$ cat src/rtl/asfs_pkg.sv
// package: shared constants and carrier types for the frame sync pin block
package asfs_pkg;

    // gpio mode encodings, one per pin
    localparam logic [1:0] ASFS_GPIO_OFF = 2'h0; // internally disconnected
    localparam logic [1:0] ASFS_GPIO_IN = 2'h1; // pin read as input
    localparam logic [1:0] ASFS_GPIO_OUT = 2'h2; // pin driven from data bit

    // reset values of held flag and pin state
    localparam logic ASFS_RST_LEVEL = 1'b0; // every held bit clears
    localparam logic ASFS_RST_OE = 1'b0; // pins released at reset

    // one driven pin: level and output enable
    typedef struct packed {
        logic o; // level driven onto the pin
        logic oe; // high while this block drives the pin
    } asfs_pin_t;

    // serial port configuration bits, from the core on clk_sys
    typedef struct packed {
        logic rfs_serial_en; // receive frame sync pin owned by the port
        logic tfs_serial_en; // transmit frame sync pin owned by the port
        logic sck_serial_en; // receive bit clock pin owned by the port
        logic synchronous_operation_bit; // one shared frame sync and clock
        logic transmit_buffer_enable_select; // pin carries buffer enable
        logic receive_frame_sync_direction; // 1: receive sync pin is output
        logic transmit_frame_sync_direction; // 1: transmit sync pin output
        logic receive_clock_direction; // 1: receive bit clock pin output
        logic network_mode; // flags follow slots, not frames
    } asfs_cfg_t;

    // gpio settings for the three pins
    typedef struct packed {
        logic [1:0] mode_rfs; // gpio_line_receive_sync mode
        logic [1:0] mode_tfs; // gpio_line_transmit_sync mode
        logic [1:0] mode_sck; // receive bit clock gpio mode
        logic out_rfs; // gpio_line_receive_sync output data
        logic out_tfs; // gpio_line_transmit_sync output data
        logic out_sck; // receive bit clock gpio output data
    } asfs_gpio_t;

    // signals sourced by the serial core on clk_sys
    typedef struct packed {
        logic rx_fs; // receiver frame sync when generated inside
        logic tx_fs; // transmitter frame sync when generated inside
        logic rx_clk; // receiver bit clock when generated inside
        logic tx_buf_en; // transmitter external buffer enable
        logic slot_start; // one-cycle pulse at each network slot
    } asfs_core_t;

endpackage : asfs_pkg

$ cat src/rtl/asfs_pins.sv
// module: frame sync and receive bit clock pin routing with serial flags
//
// Summary of operation
// - asynchronous: receive sync pin serves all receivers
// - synchronous, buffer select 0: pin is flag 1
// - synchronous, select 1, direction 1: buffer enable
// - flag 1 direction follows receive sync direction bit
// - output flag 1 drives receive sync pin
// - output flag updates per frame or slot
// - input flag 1 sampled per frame or slot
// - synchronous: transmit sync pin frames everything
// - asynchronous: transmit sync pin frames transmitters only
// - transmit sync pin direction from its bit
// - gpio pins are input, output or disconnected
// - reset leaves all pins gpio disconnected
// - bit clock pin: receiver clock or flag 0
module asfs_pins
(
    input wire logic clk_sys,
    input wire logic reset_n,
    input wire logic clk_en,
    input wire asfs_pkg::asfs_cfg_t cfg,
    input wire asfs_pkg::asfs_gpio_t gpio,
    input wire asfs_pkg::asfs_core_t core,
    input wire logic output_flag_one,
    input wire logic output_flag_zero,
    input wire logic receive_frame_sync_pin_i,
    input wire logic transmit_frame_sync_pin_i,
    input wire logic receive_bit_clock_pin_i,
    output asfs_pkg::asfs_pin_t receive_frame_sync_pin,
    output asfs_pkg::asfs_pin_t transmit_frame_sync_pin,
    output asfs_pkg::asfs_pin_t receive_bit_clock_pin,
    output logic rx_frame_sync,
    output logic tx_frame_sync,
    output logic rx_bit_clock,
    output logic rx_bit_clock_rise,
    output logic input_flag_one,
    output logic input_flag_zero,
    output logic gpio_in_rfs,
    output logic gpio_in_tfs,
    output logic gpio_in_sck
);

    // whole block state in one record
    typedef struct packed {
        logic rfs_m; // receive sync pin, first sync stage
        logic rfs_s; // receive sync pin, second sync stage
        logic tfs_m; // transmit sync pin, first sync stage
        logic tfs_s; // transmit sync pin, second sync stage
        logic sck_m; // bit clock pin, first sync stage
        logic sck_s; // bit clock pin, second sync stage
        logic sck_prev; // bit clock level one sample back
        logic fs_prev; // flag frame sync one sample back
        logic of1_hold; // flag 1 level shown at the pin
        logic of0_hold; // flag 0 level shown at the pin
        logic if1; // captured input flag 1
        logic if0; // captured input flag 0
        asfs_pkg::asfs_pin_t rfs_pin; // receive sync pin drive
        asfs_pkg::asfs_pin_t tfs_pin; // transmit sync pin drive
        asfs_pkg::asfs_pin_t sck_pin; // bit clock pin drive
        logic rx_fs; // frame sync handed to receivers
        logic tx_fs; // frame sync handed to transmitters
        logic rx_clk; // bit clock handed to receivers
        logic rx_clk_rise; // one-cycle pulse on bit clock rise
        logic gin_rfs; // gpio read of receive sync pin
        logic gin_tfs; // gpio read of transmit sync pin
        logic gin_sck; // gpio read of bit clock pin
    } asfs_state_t;

    asfs_state_t state_r; // registered state
    asfs_state_t state_nxt; // next state

    logic tfs_eff; // transmit frame sync as the port sees it
    logic rfs_eff; // receive pin frame sync as the port sees it
    logic sck_eff; // receive bit clock as the port sees it
    logic flag_evt; // moment at which flags move
    logic flag_mode; // synchronous: pins act as serial flags

    // gpio drive for one pin; disconnected and input both release it
    function automatic asfs_pkg::asfs_pin_t asfs_gpio_drive
    (
        input logic [1:0] mode,
        input logic data
    );
        asfs_pkg::asfs_pin_t p;
        p.o = asfs_pkg::ASFS_RST_LEVEL;
        p.oe = asfs_pkg::ASFS_RST_OE;
        if (mode == asfs_pkg::ASFS_GPIO_OUT)
        begin
            p.o = data;
            p.oe = 1'b1;
        end
        return p;
    endfunction : asfs_gpio_drive

    // gpio read for one pin; disconnected pins read as zero
    function automatic logic asfs_gpio_read
    (
        input logic [1:0] mode,
        input logic level
    );
        return (mode == asfs_pkg::ASFS_GPIO_IN) ? level : 1'b0;
    endfunction : asfs_gpio_read

    // drive for a pin that is simply an input or an output of the core
    function automatic asfs_pkg::asfs_pin_t asfs_dir_drive
    (
        input logic dir_out,
        input logic data
    );
        asfs_pkg::asfs_pin_t p;
        p.o = dir_out ? data : asfs_pkg::ASFS_RST_LEVEL;
        p.oe = dir_out;
        return p;
    endfunction : asfs_dir_drive

    // effective sync and clock levels and the flag timing event
    always_comb
    begin
        flag_mode = cfg.synchronous_operation_bit;
        tfs_eff = cfg.transmit_frame_sync_direction ? core.tx_fs
                                                    : state_r.tfs_s;
        if (!cfg.tfs_serial_en)
        begin
            tfs_eff = 1'b0;
        end
        rfs_eff = cfg.receive_frame_sync_direction ? core.rx_fs
                                                   : state_r.rfs_s;
        if (!cfg.rfs_serial_en)
        begin
            rfs_eff = 1'b0;
        end
        sck_eff = cfg.receive_clock_direction ? core.rx_clk : state_r.sck_s;
        if (!cfg.sck_serial_en)
        begin
            sck_eff = 1'b0;
        end
        // frame rise in normal mode, slot in network mode
        flag_evt = cfg.network_mode ? core.slot_start
                                    : (tfs_eff & ~state_r.fs_prev);
    end

    // next state: sync stages, pin routing and flag capture
    always_comb
    begin
        state_nxt = state_r;
        if (clk_en)
        begin
            // first stage feeds only the second
            state_nxt.rfs_m = receive_frame_sync_pin_i;
            state_nxt.rfs_s = state_r.rfs_m;
            state_nxt.tfs_m = transmit_frame_sync_pin_i;
            state_nxt.tfs_s = state_r.tfs_m;
            state_nxt.sck_m = receive_bit_clock_pin_i;
            state_nxt.sck_s = state_r.sck_m;
            state_nxt.sck_prev = sck_eff;
            state_nxt.fs_prev = tfs_eff;

            // flag outputs move only at the flag event
            if (flag_evt)
            begin
                state_nxt.of1_hold = output_flag_one;
                state_nxt.of0_hold = output_flag_zero;
            end

            // receive frame sync pin
            if (!cfg.rfs_serial_en)
            begin
                state_nxt.rfs_pin = asfs_gpio_drive(gpio.mode_rfs,
                                                    gpio.out_rfs);
                state_nxt.gin_rfs = asfs_gpio_read(gpio.mode_rfs,
                                                   state_r.rfs_s);
            end
            else if (!flag_mode)
            begin
                // sync in or out for all receivers
                state_nxt.rfs_pin = asfs_dir_drive(
                    cfg.receive_frame_sync_direction, core.rx_fs);
                state_nxt.gin_rfs = 1'b0;
            end
            else if (cfg.transmit_buffer_enable_select)
            begin
                // buffer enable only with output direction
                state_nxt.rfs_pin = asfs_dir_drive(
                    cfg.receive_frame_sync_direction, core.tx_buf_en);
                state_nxt.gin_rfs = 1'b0;
            end
            else
            begin
                // flag direction from receive sync bit
                // output flag 1 drives the pin
                state_nxt.rfs_pin = asfs_dir_drive(
                    cfg.receive_frame_sync_direction, state_r.of1_hold);
                state_nxt.gin_rfs = 1'b0;
                // input flag 1 sampled at the event
                if (!cfg.receive_frame_sync_direction && flag_evt)
                begin
                    state_nxt.if1 = state_r.rfs_s;
                end
            end

            // transmit frame sync pin
            if (!cfg.tfs_serial_en)
            begin
                state_nxt.tfs_pin = asfs_gpio_drive(gpio.mode_tfs,
                                                    gpio.out_tfs);
                state_nxt.gin_tfs = asfs_gpio_read(gpio.mode_tfs,
                                                   state_r.tfs_s);
            end
            else
            begin
                state_nxt.tfs_pin = asfs_dir_drive(
                    cfg.transmit_frame_sync_direction, core.tx_fs);
                state_nxt.gin_tfs = 1'b0;
            end

            // receive bit clock pin
            if (!cfg.sck_serial_en)
            begin
                state_nxt.sck_pin = asfs_gpio_drive(gpio.mode_sck,
                                                    gpio.out_sck);
                state_nxt.gin_sck = asfs_gpio_read(gpio.mode_sck,
                                                   state_r.sck_s);
            end
            else if (!flag_mode)
            begin
                state_nxt.sck_pin = asfs_dir_drive(
                    cfg.receive_clock_direction, core.rx_clk);
                state_nxt.gin_sck = 1'b0;
            end
            else
            begin
                // serial flag 0 in synchronous mode
                state_nxt.sck_pin = asfs_dir_drive(
                    cfg.receive_clock_direction, state_r.of0_hold);
                state_nxt.gin_sck = 1'b0;
                if (!cfg.receive_clock_direction && flag_evt)
                begin
                    state_nxt.if0 = state_r.sck_s;
                end
            end

            // asynchronous, transmit sync frames transmitters only
            state_nxt.tx_fs = tfs_eff;
            state_nxt.rx_fs = flag_mode ? tfs_eff : rfs_eff;
            // synchronous receivers run on the transmit side clock,
            // which lives outside this block, so the pin clock is gated
            state_nxt.rx_clk = flag_mode ? 1'b0 : sck_eff;
            state_nxt.rx_clk_rise = ~flag_mode & sck_eff & ~state_r.sck_prev;
        end
    end

    // state register; all-zero reset releases every pin
    always_ff @(posedge clk_sys or negedge reset_n)
    begin
        if (!reset_n)
        begin
            // pins come out of reset disconnected
            state_r <= '0;
        end
        else
        begin
            state_r <= state_nxt;
        end
    end

    // outputs straight from the state register
    assign receive_frame_sync_pin = state_r.rfs_pin;
    assign transmit_frame_sync_pin = state_r.tfs_pin;
    assign receive_bit_clock_pin = state_r.sck_pin;
    assign rx_frame_sync = state_r.rx_fs;
    assign tx_frame_sync = state_r.tx_fs;
    assign rx_bit_clock = state_r.rx_clk;
    assign rx_bit_clock_rise = state_r.rx_clk_rise;
    assign input_flag_one = state_r.if1;
    assign input_flag_zero = state_r.if0;
    assign gpio_in_rfs = state_r.gin_rfs;
    assign gpio_in_tfs = state_r.gin_tfs;
    assign gpio_in_sck = state_r.gin_sck;

endmodule : asfs_pins

$ cat config.mk
export PLATFORM = sky130hd
export DESIGN_NAME = asfs_pins
export DESIGN_NICKNAME = d
export VERILOG_FILES = /design/src/rtl/asfs_pkg.sv /design/src/rtl/asfs_pins.sv
export SDC_FILE = /design/constraint.sdc
export NUM_CORES = 1
export LEC_CHECK = 0
export ABC_CLOCK_PERIOD_IN_PS = 3650
export BUFFER_PORTS_ARGS = -buffer_cell sky130_fd_sc_hd__buf_2
export CORE_MARGIN = 2
export CORE_UTILIZATION = 51
export CTS_CLUSTER_SIZE = 28
export DETAILED_ROUTE_END_ITERATION = 10
export GPL_ROUTABILITY_DRIVEN = 0
export GPL_TIMING_DRIVEN = 1
export PLACE_DENSITY = 0.83
export SETUP_SLACK_MARGIN = 0.15
export SYNTH_ARGS = -nofsm -noshare
export SYNTH_HDL_FRONTEND = slang
export SYNTH_SLANG_ARGS = --single-unit
$ cat constraint.sdc
create_clock -name clk_sys -period 3.65 [get_ports clk_sys]
set_input_delay 0 -clock clk_sys [delete_from_list [all_inputs] [get_ports clk_sys]]
set_output_delay 0 -clock clk_sys [all_outputs]
set_load 0.02 [all_outputs]
==> metrics.yaml <==
htreeDepth: 1
r2r_end: "input_flag_zero"
yosys_warnings: 0
r2r_slack_ns: 1.71
synth_seq_area_share: 0.5123
arrival_ns: 2.15
clock_latency_ns: 0.31
wl_per_cell_um: 13.81
placed_area_mm2: 0.001376
clkTransAtPathRegs_ns: 0.13
p_per_area_mw_per_mm2: 394.8
num_vias: 980
rsz0062_at_grt: "false"
drive_gt1_frac: 0.4026
clockRootBuffer: "clkbuf_4"
syn_area_mm2: 0.001172
layout_common_cells: "buf_2 (45), dfrtp_1 (24), a21oi_1 (13), mux2_2 (11), dlygate4sd3_1 (10)"
grt_max_degree: 32
synth_area_leaders: "dfrtp_1 (51%), mux2_2 (11%), a21oi_1 (5.5%), buf_4 (3.8%), nor4bb_1 (3.4%)"
period_minus_slack_ns: 1.936
syn-num-nets: 135
ant_nets: 0
synthCells: 104
antenna_found_initial: 0
first_global_vias: 956
start_util: 0.5351
cts_buffers: 3
cp.required_ns: 3.86
synthesis.area_per_instance_um2: 11.27
rows: 17
hold_class: "input pin to flip-flop"
fin_tns_setup_ns: 0
synth.ff_latch_count: 24
layout.cells.most_common: "buf_2"
crit_type: "flip-flop to flip-flop"
cts_tree: "yes"
drv_slew: 0
cp_max_fo: 4
crit_path_end_kind: "flip-flop"
first_pass_iters: 4
cts_sinks: 24
nFillCells: 176
fin_worst_skew_ns: 0.002728
start_kind: "flip-flop"
routed_via_density: 5.385
yosys.area.top_type: "dfrtp_1"
p_leak_nw: 0.7303
max_freq_mhz: 516.6
hold_depth: 3
ir_worst_vdd_mv: 0.2774
dieWidth_um: 51.95
status: "complete, no violations"
final_area_mm2: 0.001513
drc: 0
die-area_mm2: 0.002698
min_from: "cfg[2]"
clock_path_buffers: 2
core_mm2: 0.002191
slew_headroom: 0.6322
setup_viol: 0
synth_cell_types: 26
num_antenna_cells: 0
timing.hold.ws_ns: 0.02504
reg2reg_depth: 5
r2r_start: "state_r[21]"
min_to: "transmit_frame_sync_pin[0]"
hpwl_mm: 1.881
fin_nets: 186
ios: 46
die_y_um: 51.95
track_usage: 0.1995
portBuffers: 45
drtIter0Drc: 13
min_period_over_period: 0.5303
hold_viol: 0
synth_top_area_share: 0.5123
worstMarginPinSlew_ns: 0.5517
grt_overflow: 0
maxCapViolations: 0
syn_to_final_growth_pct: 29.03
grt_first_pass_wirelength_mm: 3.974
wirelength_mm: 2.514
[final cells by class]
type                       instances  area [um^2]  share of cell area
clock buffer                       4        36.28             0.02399
tap                               28        35.03             0.02316
multi-input combinational         67        500.5              0.3309
timing repair buffer              55        325.3              0.2151
inverter                           4        15.01            0.009926
sequential                        24        600.6              0.3970
[worst max path at each step]
stage                 endpoint  slack, ns        start  cells past startpoint
2_1_floorplan      state_r[15]       2.26  state_r[21]                      4
3_3_place_gp       state_r[16]       2.21  state_r[21]                      4
3_5_place_dp       state_r[16]       2.17  state_r[21]                      4
4_1_cts        input_flag_zero       1.73  state_r[21]                      5
5_1_grt        input_flag_zero       1.64  state_r[21]                      5
6_report       input_flag_zero       1.71  state_r[21]                      5
[cell families (layout without fill, tap and decap cells)]
kind of cell    Yosys count  count (layout)  share of synthesized area
buf+inv                  13              63                    0.06083
simple gates             26              26                     0.1366
flops                    24              24                     0.5123
mux                      17              17                     0.1633
compound gates           24              24                     0.1270
[power by group]
group | switching [mW] | internal [mW] | total (mW)
clock network | 0.0771 | 0.0609 | 0.138
registers | 0.0181 | 0.297 | 0.315
logic | 0.0753 | 0.0687 | 0.144
total | 0.170 | 0.427 | 0.597
[layer usage]
metal	vias to the layer above	routed length, um	track usage
met5	-	0	0
met4	0	17	0.07895
met3	4	130	0.01724
met2	30	1330	0.3692
met1	469	1035	0.2353
li1	477	-	-
[sequential cells by signal, indices dropped and copies added, names as in the netlist, 2 cells and up]
signal / cells
receive_frame_sync_pin: 2
receive_bit_clock_pin: 2
state_r: 9
transmit_frame_sync_pin: 2
[synth_stat cells]
cell type	count
nor3b_1	4
o211ai_1	1
o22ai_1	1
dfrtp_1	24
nand2_1	2
inv_1	4
mux2_1	2
a32oi_2	1
o21ai_0	3
nor4b_1	1
buf_4	6
nor4bb_1	4
a31oi_1	2
o41ai_1	3
a21oi_1	13
and2_1	1
clkbuf_1	2
mux2_2	11
mux2i_1	3
nor2b_1	1
nand3b_1	2
mux2_4	1
or2_0	1
nor2_1	9
buf_1	1
nand2b_1	1
[metrics by stage]
stage,utilization,setup slack (ns),cells,power (mW)
finish,0.6905,1.714,182,0.5971
global route,0.6905,1.641,182,0.6278
CTS,0.6905,1.733,182,0.6027
detailed placement,0.6282,2.175,168,0.4535
global placement,0.6282,2.206,168,0.4465
floorplan,-,2.261,104,0.4035
[worst max-delay path: stages, from the launching register on]
cell and delay, ns:
dfrtp_1 0.42, mux2_4 0.29, a32oi_2 0.27, or2_0 0.19, o21ai_0 0.10, dlygate4sd3_1 0.56
[what timing repair did]
action                                 CTS  global route
buffers inserted                         0             0
hold buffers                            10             0
endpoints found under the hold margin   32             0
gates resized for setup                  0             0
No activity file was read; power rests on OpenSTA's default activity.
